[src/ccmx_pkg.sv]
/*
 package for the cic/mixer/nco channel control block: register offsets,
 field positions, reset values and decoded control carriers.
 assumes a 16-bit register word reached over a plain strobe port.
*/
package ccmx_pkg;
	localparam int ADDR_W = 5;
	localparam int DATA_W = 16;
	localparam logic [4:0] OFF_CIC_MODE  = 5'h10;
	localparam logic [4:0] OFF_PHASE     = 5'h11;
	localparam logic [4:0] OFF_FREQ_LO   = 5'h12;
	localparam logic [4:0] OFF_FREQ_MID  = 5'h13;
	localparam logic [4:0] OFF_FREQ_HI   = 5'h14;
	localparam logic [4:0] OFF_MIXER     = 5'h15;
	localparam logic [4:0] OFF_NCO_SYNC  = 5'h16;
	localparam logic [4:0] OFF_CIC_COUNT = 5'h17;
	localparam logic [4:0] OFF_CHAN_SYNC = 5'h18;
	localparam logic [4:0] OFF_FREQ_ALL  = 5'h19;
	localparam logic [15:0] RST_CHAN_SYNC = 16'h4FB2;
	localparam logic [15:0] RST_NCO_SYNC  = 16'h0036;
	localparam logic [15:0] RST_CIC_COUNT = 16'h2000;
	localparam logic [15:0] RST_ZERO      = 16'h0000;
	localparam int SYNC_W = 3;
	localparam int SH_LO = 0;
	localparam int SH_HI = 5;
	localparam logic [5:0] SHIFT_MAX = 6'h27;
	localparam int MODE_LO = 6;
	localparam int B_5STG = 8;
	localparam int B_RUP = 9;
	localparam int B_2X = 10;
	localparam int B_D6 = 11;
	localparam int B_CROSS = 12;
	localparam int B_FULL = 13;
	localparam int B_BYP = 14;
	localparam int B_FLUSH = 15;
	localparam int F_FIR = 0;
	localparam int F_COEF = 3;
	localparam int F_GAIN = 6;
	localparam int F_PWR = 9;
	localparam int F_SCK = 12;
	localparam int F_FREQ = 0;
	localparam int F_PHASE = 3;
	localparam int F_DITH = 6;
	localparam int F_NCO = 9;
	localparam int F_FLSH = 12;
	localparam int F_CICS = 12;
	localparam int NCIC_W = 12;
	localparam int MIX_SEL_LO = 0;
	localparam int MIX_CMPLX = 2;
	localparam int MIX_QSIN = 5;
	localparam int MIX_QCOS = 8;
	localparam int MIX_ISIN = 11;
	localparam int MIX_ICOS = 14;
	localparam logic [2:0] STG_NORMAL = 3'h6;
	localparam logic [2:0] STG_FIVE = 3'h5;

	typedef enum logic [1:0] {CCMX_QUIET, CCMX_RCV, CCMX_XMT, CCMX_ILLEGAL} ccmx_mode_t;
	typedef enum logic [1:0] {CCMX_D_ZERO, CCMX_D_RCV, CCMX_D_XCROSS, CCMX_D_XMT} ccmx_dsel_t;

	typedef struct packed {
		logic [ADDR_W-1:0] addr;
		logic [DATA_W-1:0] wdata;
		logic              wr;
		logic              rd;
	} ccmx_bus_t;

	typedef struct packed {
		ccmx_mode_t mode;
		logic [2:0] stages;
		logic [5:0] shift;
		logic       rcv_upshift;
		logic       double_rate;
		logic       double_six;
		logic       cross_strap;
		logic       sat_full;
		logic       bypass;
		logic [NCIC_W-1:0] ratio_m1;
		logic [3:0] mul_invert;
		ccmx_dsel_t [3:0] mul_src;
		logic [1:0] rcv_path;
		logic       rcv_complex;
	} ccmx_cfg_t;
endpackage

[src/ccmx_channel_control.sv]
/*
 control block for one channel's cic filter, mixer and nco: register file,
 sync source gating of word updates and decoded controls to the datapath.
 assumes sync_events is an 8-bit vector on the core clock, one bit per
 sync source code, and flush_done a core-clock pulse from the cic.
*/
`timescale 1ns/1ps
// Operation
// - fir resync source field, default 2
// - coefficient swap source field, default 6
// - gain update source field, default 6
// - power meter start source, default 7
// - slow clock divider source, default 4
// - cic gain shifter, 0 to 39
// - cic mode quiet, receive, transmit, illegal
// - transmit five stages when bit set
// - receive upshift one bit before rounding
// - double rate; six-stage double-rate flag
// - cross-strapped receive input for b/d
// - receive saturation full or half scale
// - bypass cic in transmit only
// - sticky autoflush flag, software clears
// - tuning word from three words, combined
// - receive mixer path and complex select
// - per-multiplier data source selection
// - per-multiplier product invert bits
// - frequency and phase apply on sync
// - nco update and flush on sync
// - cic ratio minus one and counter sync
module ccmx_channel_control
	import ccmx_pkg::*;
#(
	parameter int NUM_SRC = 8
)
(
	input  wire logic              clock,
	input  wire logic              rst_n,
	input  wire ccmx_bus_t         bus,
	output logic [DATA_W-1:0]      rdata,
	input  wire logic [NUM_SRC-1:0] sync_events,
	input  wire logic              flush_done,
	output ccmx_cfg_t              cfg,
	output logic [47:0]            tuning_word,
	output logic [15:0]            phase_word,
	output logic                   fir_sync,
	output logic                   coef_sync,
	output logic                   gain_sync,
	output logic                   pwr_sync,
	output logic                   sck_sync,
	output logic                   cic_count_sync,
	output logic                   nco_update,
	output logic                   cic_flush,
	output logic                   dither_sync
);
	typedef struct packed {
		logic [15:0] mode;
		logic [15:0] phase;
		logic [47:0] freq;
		logic [15:0] mixer;
		logic [15:0] nco_sync;
		logic [15:0] cic_count;
		logic [15:0] chan_sync;
		logic [47:0] freq_act;
		logic [15:0] phase_act;
		logic [15:0] rdata;
		logic [8:0]  pulses;
	} ccmx_state_t;

	ccmx_state_t st_reg;
	ccmx_state_t st_next;

	// source count must match the code width
	if (NUM_SRC != (1 << SYNC_W)) begin : g_src_check
		$error("sync source count must match the code width");
	end

	// one shared code space
	// common source decode
	function automatic logic pick(input logic [15:0] w, input int lo,
		input logic [NUM_SRC-1:0] ev);
		logic [2:0] code;
		code = w[lo +: SYNC_W];
		pick = ev[code];
	endfunction

	logic [NUM_SRC-1:0] ev;
	assign ev = sync_events;

	always_comb begin
		st_next = st_reg;
		// sticky flag, set wins
		if (bus.wr && bus.addr == OFF_CIC_MODE) begin
			st_next.mode = bus.wdata;
			st_next.mode[B_FLUSH] = st_reg.mode[B_FLUSH] & bus.wdata[B_FLUSH];
		end
		if (flush_done) begin
			st_next.mode[B_FLUSH] = 1'b1;
		end
		if (bus.wr) begin
			case (bus.addr)
				OFF_PHASE:     st_next.phase = bus.wdata;
				OFF_FREQ_LO:   st_next.freq[15:0] = bus.wdata;
				OFF_FREQ_MID:  st_next.freq[31:16] = bus.wdata;
				OFF_FREQ_HI:   st_next.freq[47:32] = bus.wdata;
				OFF_FREQ_ALL:  st_next.freq = {bus.wdata, bus.wdata, bus.wdata};
				OFF_MIXER:     st_next.mixer = bus.wdata;
				OFF_NCO_SYNC:  st_next.nco_sync = bus.wdata;
				OFF_CIC_COUNT: st_next.cic_count = bus.wdata;
				OFF_CHAN_SYNC: st_next.chan_sync = bus.wdata;
				default: begin
				end
			endcase
		end
		if (pick(st_reg.nco_sync, F_FREQ, ev)) begin
			st_next.freq_act = st_reg.freq;
		end
		if (pick(st_reg.nco_sync, F_PHASE, ev)) begin
			st_next.phase_act = st_reg.phase;
		end
		st_next.pulses[0] = pick(st_reg.chan_sync, F_FIR, ev);
		st_next.pulses[1] = pick(st_reg.chan_sync, F_COEF, ev);
		st_next.pulses[2] = pick(st_reg.chan_sync, F_GAIN, ev);
		st_next.pulses[3] = pick(st_reg.chan_sync, F_PWR, ev);
		st_next.pulses[4] = pick(st_reg.chan_sync, F_SCK, ev);
		st_next.pulses[5] = pick(st_reg.cic_count, F_CICS, ev);
		st_next.pulses[6] = pick(st_reg.nco_sync, F_NCO, ev);
		st_next.pulses[7] = pick(st_reg.nco_sync, F_FLSH, ev);
		st_next.pulses[8] = pick(st_reg.nco_sync, F_DITH, ev);
		st_next.rdata = RST_ZERO;
		if (bus.rd) begin
			case (bus.addr)
				OFF_CIC_MODE:  st_next.rdata = st_reg.mode;
				OFF_PHASE:     st_next.rdata = st_reg.phase;
				OFF_FREQ_LO:   st_next.rdata = st_reg.freq[15:0];
				OFF_FREQ_MID:  st_next.rdata = st_reg.freq[31:16];
				OFF_FREQ_HI:   st_next.rdata = st_reg.freq[47:32];
				OFF_MIXER:     st_next.rdata = st_reg.mixer;
				OFF_NCO_SYNC:  st_next.rdata = st_reg.nco_sync;
				OFF_CIC_COUNT: st_next.rdata = st_reg.cic_count;
				OFF_CHAN_SYNC: st_next.rdata = st_reg.chan_sync;
				default:       st_next.rdata = RST_ZERO;
			endcase
		end
	end

	always_ff @(posedge clock) begin
		if (!rst_n) begin
			st_reg           <= '0;
			st_reg.nco_sync  <= RST_NCO_SYNC;
			st_reg.cic_count <= RST_CIC_COUNT;
			st_reg.chan_sync <= RST_CHAN_SYNC;
		end else begin
			st_reg <= st_next;
		end
	end

	assign rdata          = st_reg.rdata;
	assign tuning_word    = st_reg.freq_act;
	assign phase_word     = st_reg.phase_act;
	assign fir_sync       = st_reg.pulses[0];
	assign coef_sync      = st_reg.pulses[1];
	assign gain_sync      = st_reg.pulses[2];
	assign pwr_sync       = st_reg.pulses[3];
	assign sck_sync       = st_reg.pulses[4];
	assign cic_count_sync = st_reg.pulses[5];
	assign nco_update     = st_reg.pulses[6];
	assign cic_flush      = st_reg.pulses[7];
	assign dither_sync    = st_reg.pulses[8];

	ccmx_mode_t mode_dec;
	assign mode_dec = ccmx_mode_t'(st_reg.mode[MODE_LO +: 2]);

	always_comb begin
		cfg = '0;
		cfg.mode = mode_dec;
		cfg.shift = (st_reg.mode[SH_HI:SH_LO] > SHIFT_MAX) ? SHIFT_MAX
			: st_reg.mode[SH_HI:SH_LO];
		cfg.stages = (mode_dec == CCMX_XMT && st_reg.mode[B_5STG]) ? STG_FIVE : STG_NORMAL;
		cfg.rcv_upshift = (mode_dec == CCMX_RCV) & st_reg.mode[B_RUP];
		cfg.double_rate = st_reg.mode[B_2X];
		cfg.double_six = st_reg.mode[B_D6];
		cfg.cross_strap = (mode_dec == CCMX_RCV) & st_reg.mode[B_CROSS];
		cfg.sat_full = (mode_dec == CCMX_RCV) & st_reg.mode[B_FULL];
		cfg.bypass = (mode_dec == CCMX_XMT) & st_reg.mode[B_BYP];
		cfg.ratio_m1 = st_reg.cic_count[NCIC_W-1:0];
		cfg.rcv_path = st_reg.mixer[MIX_SEL_LO +: 2];
		cfg.rcv_complex = st_reg.mixer[MIX_CMPLX];
		cfg.mul_src[0] = ccmx_dsel_t'(st_reg.mixer[MIX_QSIN +: 2]);
		cfg.mul_src[1] = ccmx_dsel_t'(st_reg.mixer[MIX_QCOS +: 2]);
		cfg.mul_src[2] = ccmx_dsel_t'(st_reg.mixer[MIX_ISIN +: 2]);
		cfg.mul_src[3] = ccmx_dsel_t'(st_reg.mixer[MIX_ICOS +: 2]);
		cfg.mul_invert[0] = st_reg.mixer[MIX_QSIN-1];
		cfg.mul_invert[1] = st_reg.mixer[MIX_QCOS-1];
		cfg.mul_invert[2] = st_reg.mixer[MIX_ISIN-1];
		cfg.mul_invert[3] = st_reg.mixer[MIX_ICOS-1];
	end
endmodule // ccmx_channel_control

[config.mk]
export PLATFORM = sky130hd
export DESIGN_NAME = ccmx_channel_control
export DESIGN_NICKNAME = d
export VERILOG_FILES = /design/src/ccmx_pkg.sv /design/src/ccmx_channel_control.sv
export SDC_FILE = /design/constraint.sdc
export NUM_CORES = 1
export LEC_CHECK = 0
export BUFFER_PORTS_ARGS = -buffer_cell sky130_fd_sc_hd__buf_4
export CAP_MARGIN = 20
export CORE_MARGIN = 2
export CORE_UTILIZATION = 23
export DETAILED_ROUTE_END_ITERATION = 10
export PLACE_DENSITY_LB_ADDON = 0.3
export SETUP_SLACK_MARGIN = 0.02
export SLEW_MARGIN = 20
export SYNTH_ARGS = -nofsm -noshare
export SYNTH_HDL_FRONTEND = slang
export SYNTH_SLANG_ARGS = --single-unit
[constraint.sdc]
create_clock -name clock -period 5.5 [get_ports clock]
set_input_delay 1.1 -clock clock [delete_from_list [all_inputs] [get_ports clock]]
set_output_delay 1.1 -clock clock [all_outputs]
set_load 0.03 [all_outputs]
Yosys cells after proc, flatten, opt, wreduce, memory -nomap -nowiden
Cells that the tools add are included.
- input bits: 34
- word-level logic and storage cells: 85
- register bits: 233
- bits in writable memories: 0
- bits in latches: 0
- memories: 0
- memory bits (read-only): 0
- output and inout bits: 133
- magnitude comparators: 12
- $add $sub $neg: 0
- bitwise logic cells: 5
- divide/modulo/power cells: 0
- muxes and demuxes: 27
- $mul: 0
- equality and inequality tests: 12
- shifts and indexed selects: 0
- reduce and logical (&&, ||, !) cells: 15
- operator list (cell ; number):
    $pmux W16 S9 ; 1
    $eq A5 B5 Y1 const B ; 10
    $lt A3 B4 Y1 const B ; 11
    $bmux W1 S3 ; 11
    $reduce_and A2 Y1 ; 9
    $mux W16 ; 1
    $mux W1 ; 12
    $gt A6 B6 Y1 const B ; 1
    $mux W6 ; 1
    $reduce_or A2 Y1 ; 3
    $and A1 B1 Y1 ; 5
    $eq A2 B1 Y1 const B ; 1
    $eq A2 B2 Y1 const B ; 1
    $logic_and A1 B1 Y1 ; 2
    $mux W2 ; 1
    $reduce_bool A2 Y1 ; 1

Longest topological paths before layout
- depth after elaboration: 4
- mapped depth: 7
- depth with buffers taken out: 4

Worst setup path before layout
OpenSTA, ideal clock, no wires.
- kind: input to register
- start point: input bus[18] in the netlist's numbering
- end point: register st_reg[155] in the netlist's numbering
- cell stages on the path: 6
- setup time: 0.116 ns
- path buffers: 2
- arrival time: 2.515 ns
- setup slack: 2.869 ns
- path through: buf_2 > or3b_4 > a211oi_4 > buf_6 > mux2i_1 > nor2b_1
- cells in the longest elaborated chain, start to end: 3
- elaborated cells between the ends (all ways): 4
- RTL lines (element ; RTL line ; text):
    from (decl) ; ccmx_channel_control.sv:38 ; input wire ccmx_bus_t bus,
    $eq A5 B5 Y1 ; ccmx_channel_control.sv:100 ; case (bus.addr)
    $reduce_or A2 Y1 (no line) * ; -- ;
    $reduce_and A2 Y1 (no line) * ; -- ;
    to (signal assigned) ; ccmx_channel_control.sv:153 ; st_reg <= st_next;
    to (decl) ; ccmx_channel_control.sv:69 ; ccmx_state_t st_reg;
Every way passes the cells marked *; elsewhere a longest branch is shown, timed or not.
A chain may end at the register's enable or synchronous reset.

==> results.md <==
- Status: finished, final reports clean
- Total Routed Length: approximately 42,000 µm
- Yosys top cell area share: 41.8%
- Max Slew Vio Count: 0
- # placed instances: 1,819
- Input/output buffers: 165
- Crit share post-route: approximately 50%
- Total grt overflow: 0
- R2r startpoint: st_reg[122]
- Tot Pwr: 3.75 mW
- Crit-path slowest cell: dfxtp_1
- Avg Cell Area, Syn: 8.92 µm²
- Worst-path cell chain: nor2b_1 > and2_1 > buf_4
- Initial Util: 23.3%
- Min-Delay Startpoint: phase_word[5]
- Register area: around 0.0047 mm²
- Detailed Routing Iterations Pass 1: 5
- Clk_lat worst skew: 0.55 ns
- CTS tree: done
- First-pass GRT wire length: 60,500 µm
- Synth Flop Type: dfxtp_1
- Area leader, netlist: dfxtp_1
- ANT cells: 0
- Hold_buf cts: 0
- WHS Path Cells: 2
- Multi-input gate area: 0.00518 mm²
- Maximum vdd drop: roughly 220 µV
- Cell Area, Placed: 0.0119 mm²
- Num rows: 80
- Die Width: 224 µm
- Core area: 0.0478 mm²
- Final Skew: 0.0146 ns
- Final Hold Viols: 0
- Crit Path Class: reg2out
- Startpoint Class: register
- Initial antenna violation count: 0
- Initial DRC Count: 742
- Pre-CTS WS: 2.23 ns
- Antenna Nets Post-Route: 0
- Setup Total Neg Slack: 0 ns
- Hold EP: phase_word[5]
- Crit Path Max Fanout: 6
- Gate Count Post-Synth: 1,253
- Post-synth cell types: 49
- Post-Layout Cell Count: 1,865
- Vias: 8,729
- Layout cells sized above 1: 19.8%
- Max reg flops: 113
- PwrDens: 293 mW/mm²
- CTS clock-pin slew for the worst setup and hold paths: 0.06 ns
- Detailed placer's ending HPWL: ~30,000 µm
- Worst EP arrival: 1.66 ns
- Chip height: between 200 and 250 µm
- Fillers: about 5,200
- Worst-case clock buffer depth: 3
- Ys async rst share: 0%
- Nets: 1,267
- Crit-path max cell delay: 0.53 ns
- Routability cong.: 0.917
- Final worst slack: around 2.7 ns
- Hold Crit Class: reg2reg
- H-tree lvl count: 1
- Leakage: about 4.5 nW
- Area Overhead vs Synth: 14.4%
- Required @ worst endpoint: approximately 4.4 ns
- Commonest non-fill, non-tap cell in the layout: dfxtp_1
- RSZ-0062 raised after global routing: false
- Max Cap Viol: 0
- Pin count of the biggest net entering global routing: about 250
- CTS Buf Count: 27
- Top cells by area, synth: dfxtp_1 (42%), mux2i_1 (8.7%), buf_4 (8.1%)
- Sequential area share after synthesis: 41.8%
- Wirelength per Cell: 22.5 µm
- Vias in the first global route: 8,499
- Min Hold Slack: 0.470 ns
- F_max: 362 MHz
- Clock sink count: 233
- Slew headroom: between 20% and 30%
- Most frequent cells in the layout: dfxtp_1 (233), nand2_1 (232), buf_4 (170), mux2i_1 (95), nand3_1 (78)
- Slew @ Worst Pin: 1.12 ns
- R2r setup slk: 3.24 ns
- CTS Root Cell: clkbuf_16
- Post-route DRC: 0
- Resized cells post-CTS: 0
- Syn_nets: 1,287
- CP Capture Type: output port
- Final core occ: 26.7%
- Mapped Area: 0.0112 mm²
- EDFF count, synth: 0
- Gr usage total: 16.3%
- Fin crit period: 2.76 ns
- Routed vias/inst: 4.68
- Setup-failing EPs final: 0
- Worst r2r path cells: 4
- Die area: 0.0503 mm²
- Top-Level Pins: 167
- R2r endpoint: tuning_word[34]
- Yosys warns: 0
- Post-CTS setup buffers: 0
- FF+latch count, synth: 233
- Final instance area: 0.0128 mm²
## how the worst max path moves through the flow
stage / startpoint / to
after floorplan: bus[18] / st_reg[155]
after global placement: bus[20] / st_reg[200]
after detailed placement: bus[20] / st_reg[198]
after CTS: cfg[42] / cfg[32]
after global routing: cfg[42] / cfg[32]
final: cfg[42] / cfg[32]
## cells in the mapped netlist, drive strengths merged (2+ instances only)
cell     number
dfxtp       233
nand2       232
buf         155
mux2i        97
nand3        78
nor2b        73
a21boi       70
clkbuf       66
o21ai        66
and3         25
mux4         22
a22oi        18
a31oi        16
a21oi        12
nor2         11
nor3         11
a2111oi       8
a221oi        8
and2          7
nor4          7
nand2b        5
or3b          5
a211oi        4
inv           4
nand3b        3
and3b         2
o22ai         2
or4           2
or4bb         2
## area by class of cell
type	count	area share, %
clock buffers	40	6.14
multi-input cells	795	40.5
flip-flops and latches	233	36.5
clock inverters	6	0.480
inverters	4	0.117
repair buffers	172	10.2
well taps	615	6.02
## layer usage
metal | global-route usage (%) | part of all wire, %
met4 | 4.17 | 1.9
met5 | 0 | 0
met2 | 27.5 | 48
met1 | 21.9 | 44
met3 | 2.42 | 6.0
## kinds of logic after synthesis
| kind of cell | count (synthesis) | share of synthesized area [%] |
|---|---|---|
| xor+xnor | 1 | 0.0784 |
| buf+inv | 225 | 12.1 |
| simple gates | 469 | 20.7 |
| mux | 119 | 13.1 |
| compound gates | 205 | 12.2 |
| flops | 233 | 41.8 |
| other cells | 1 | 0.0336 |
## worst max-delay path: cells and delay by family, from the launching register on
kind / cells / cell delay [ns]
flip-flops: 1 / 0.53
AND/OR/NAND/NOR: 2 / 0.42
buffers and inverters: 1 / 0.17
## power by group
part           total, mW  switching [mW]  leakage (nW)  internal [mW]
combinational      0.263           0.176          2.19         0.0867
sequential          1.72          0.0187          1.88           1.71
clock               1.76           0.738         0.414           1.02
total               3.75           0.932          4.49           2.82
Power figures use the tool's default switching activity.
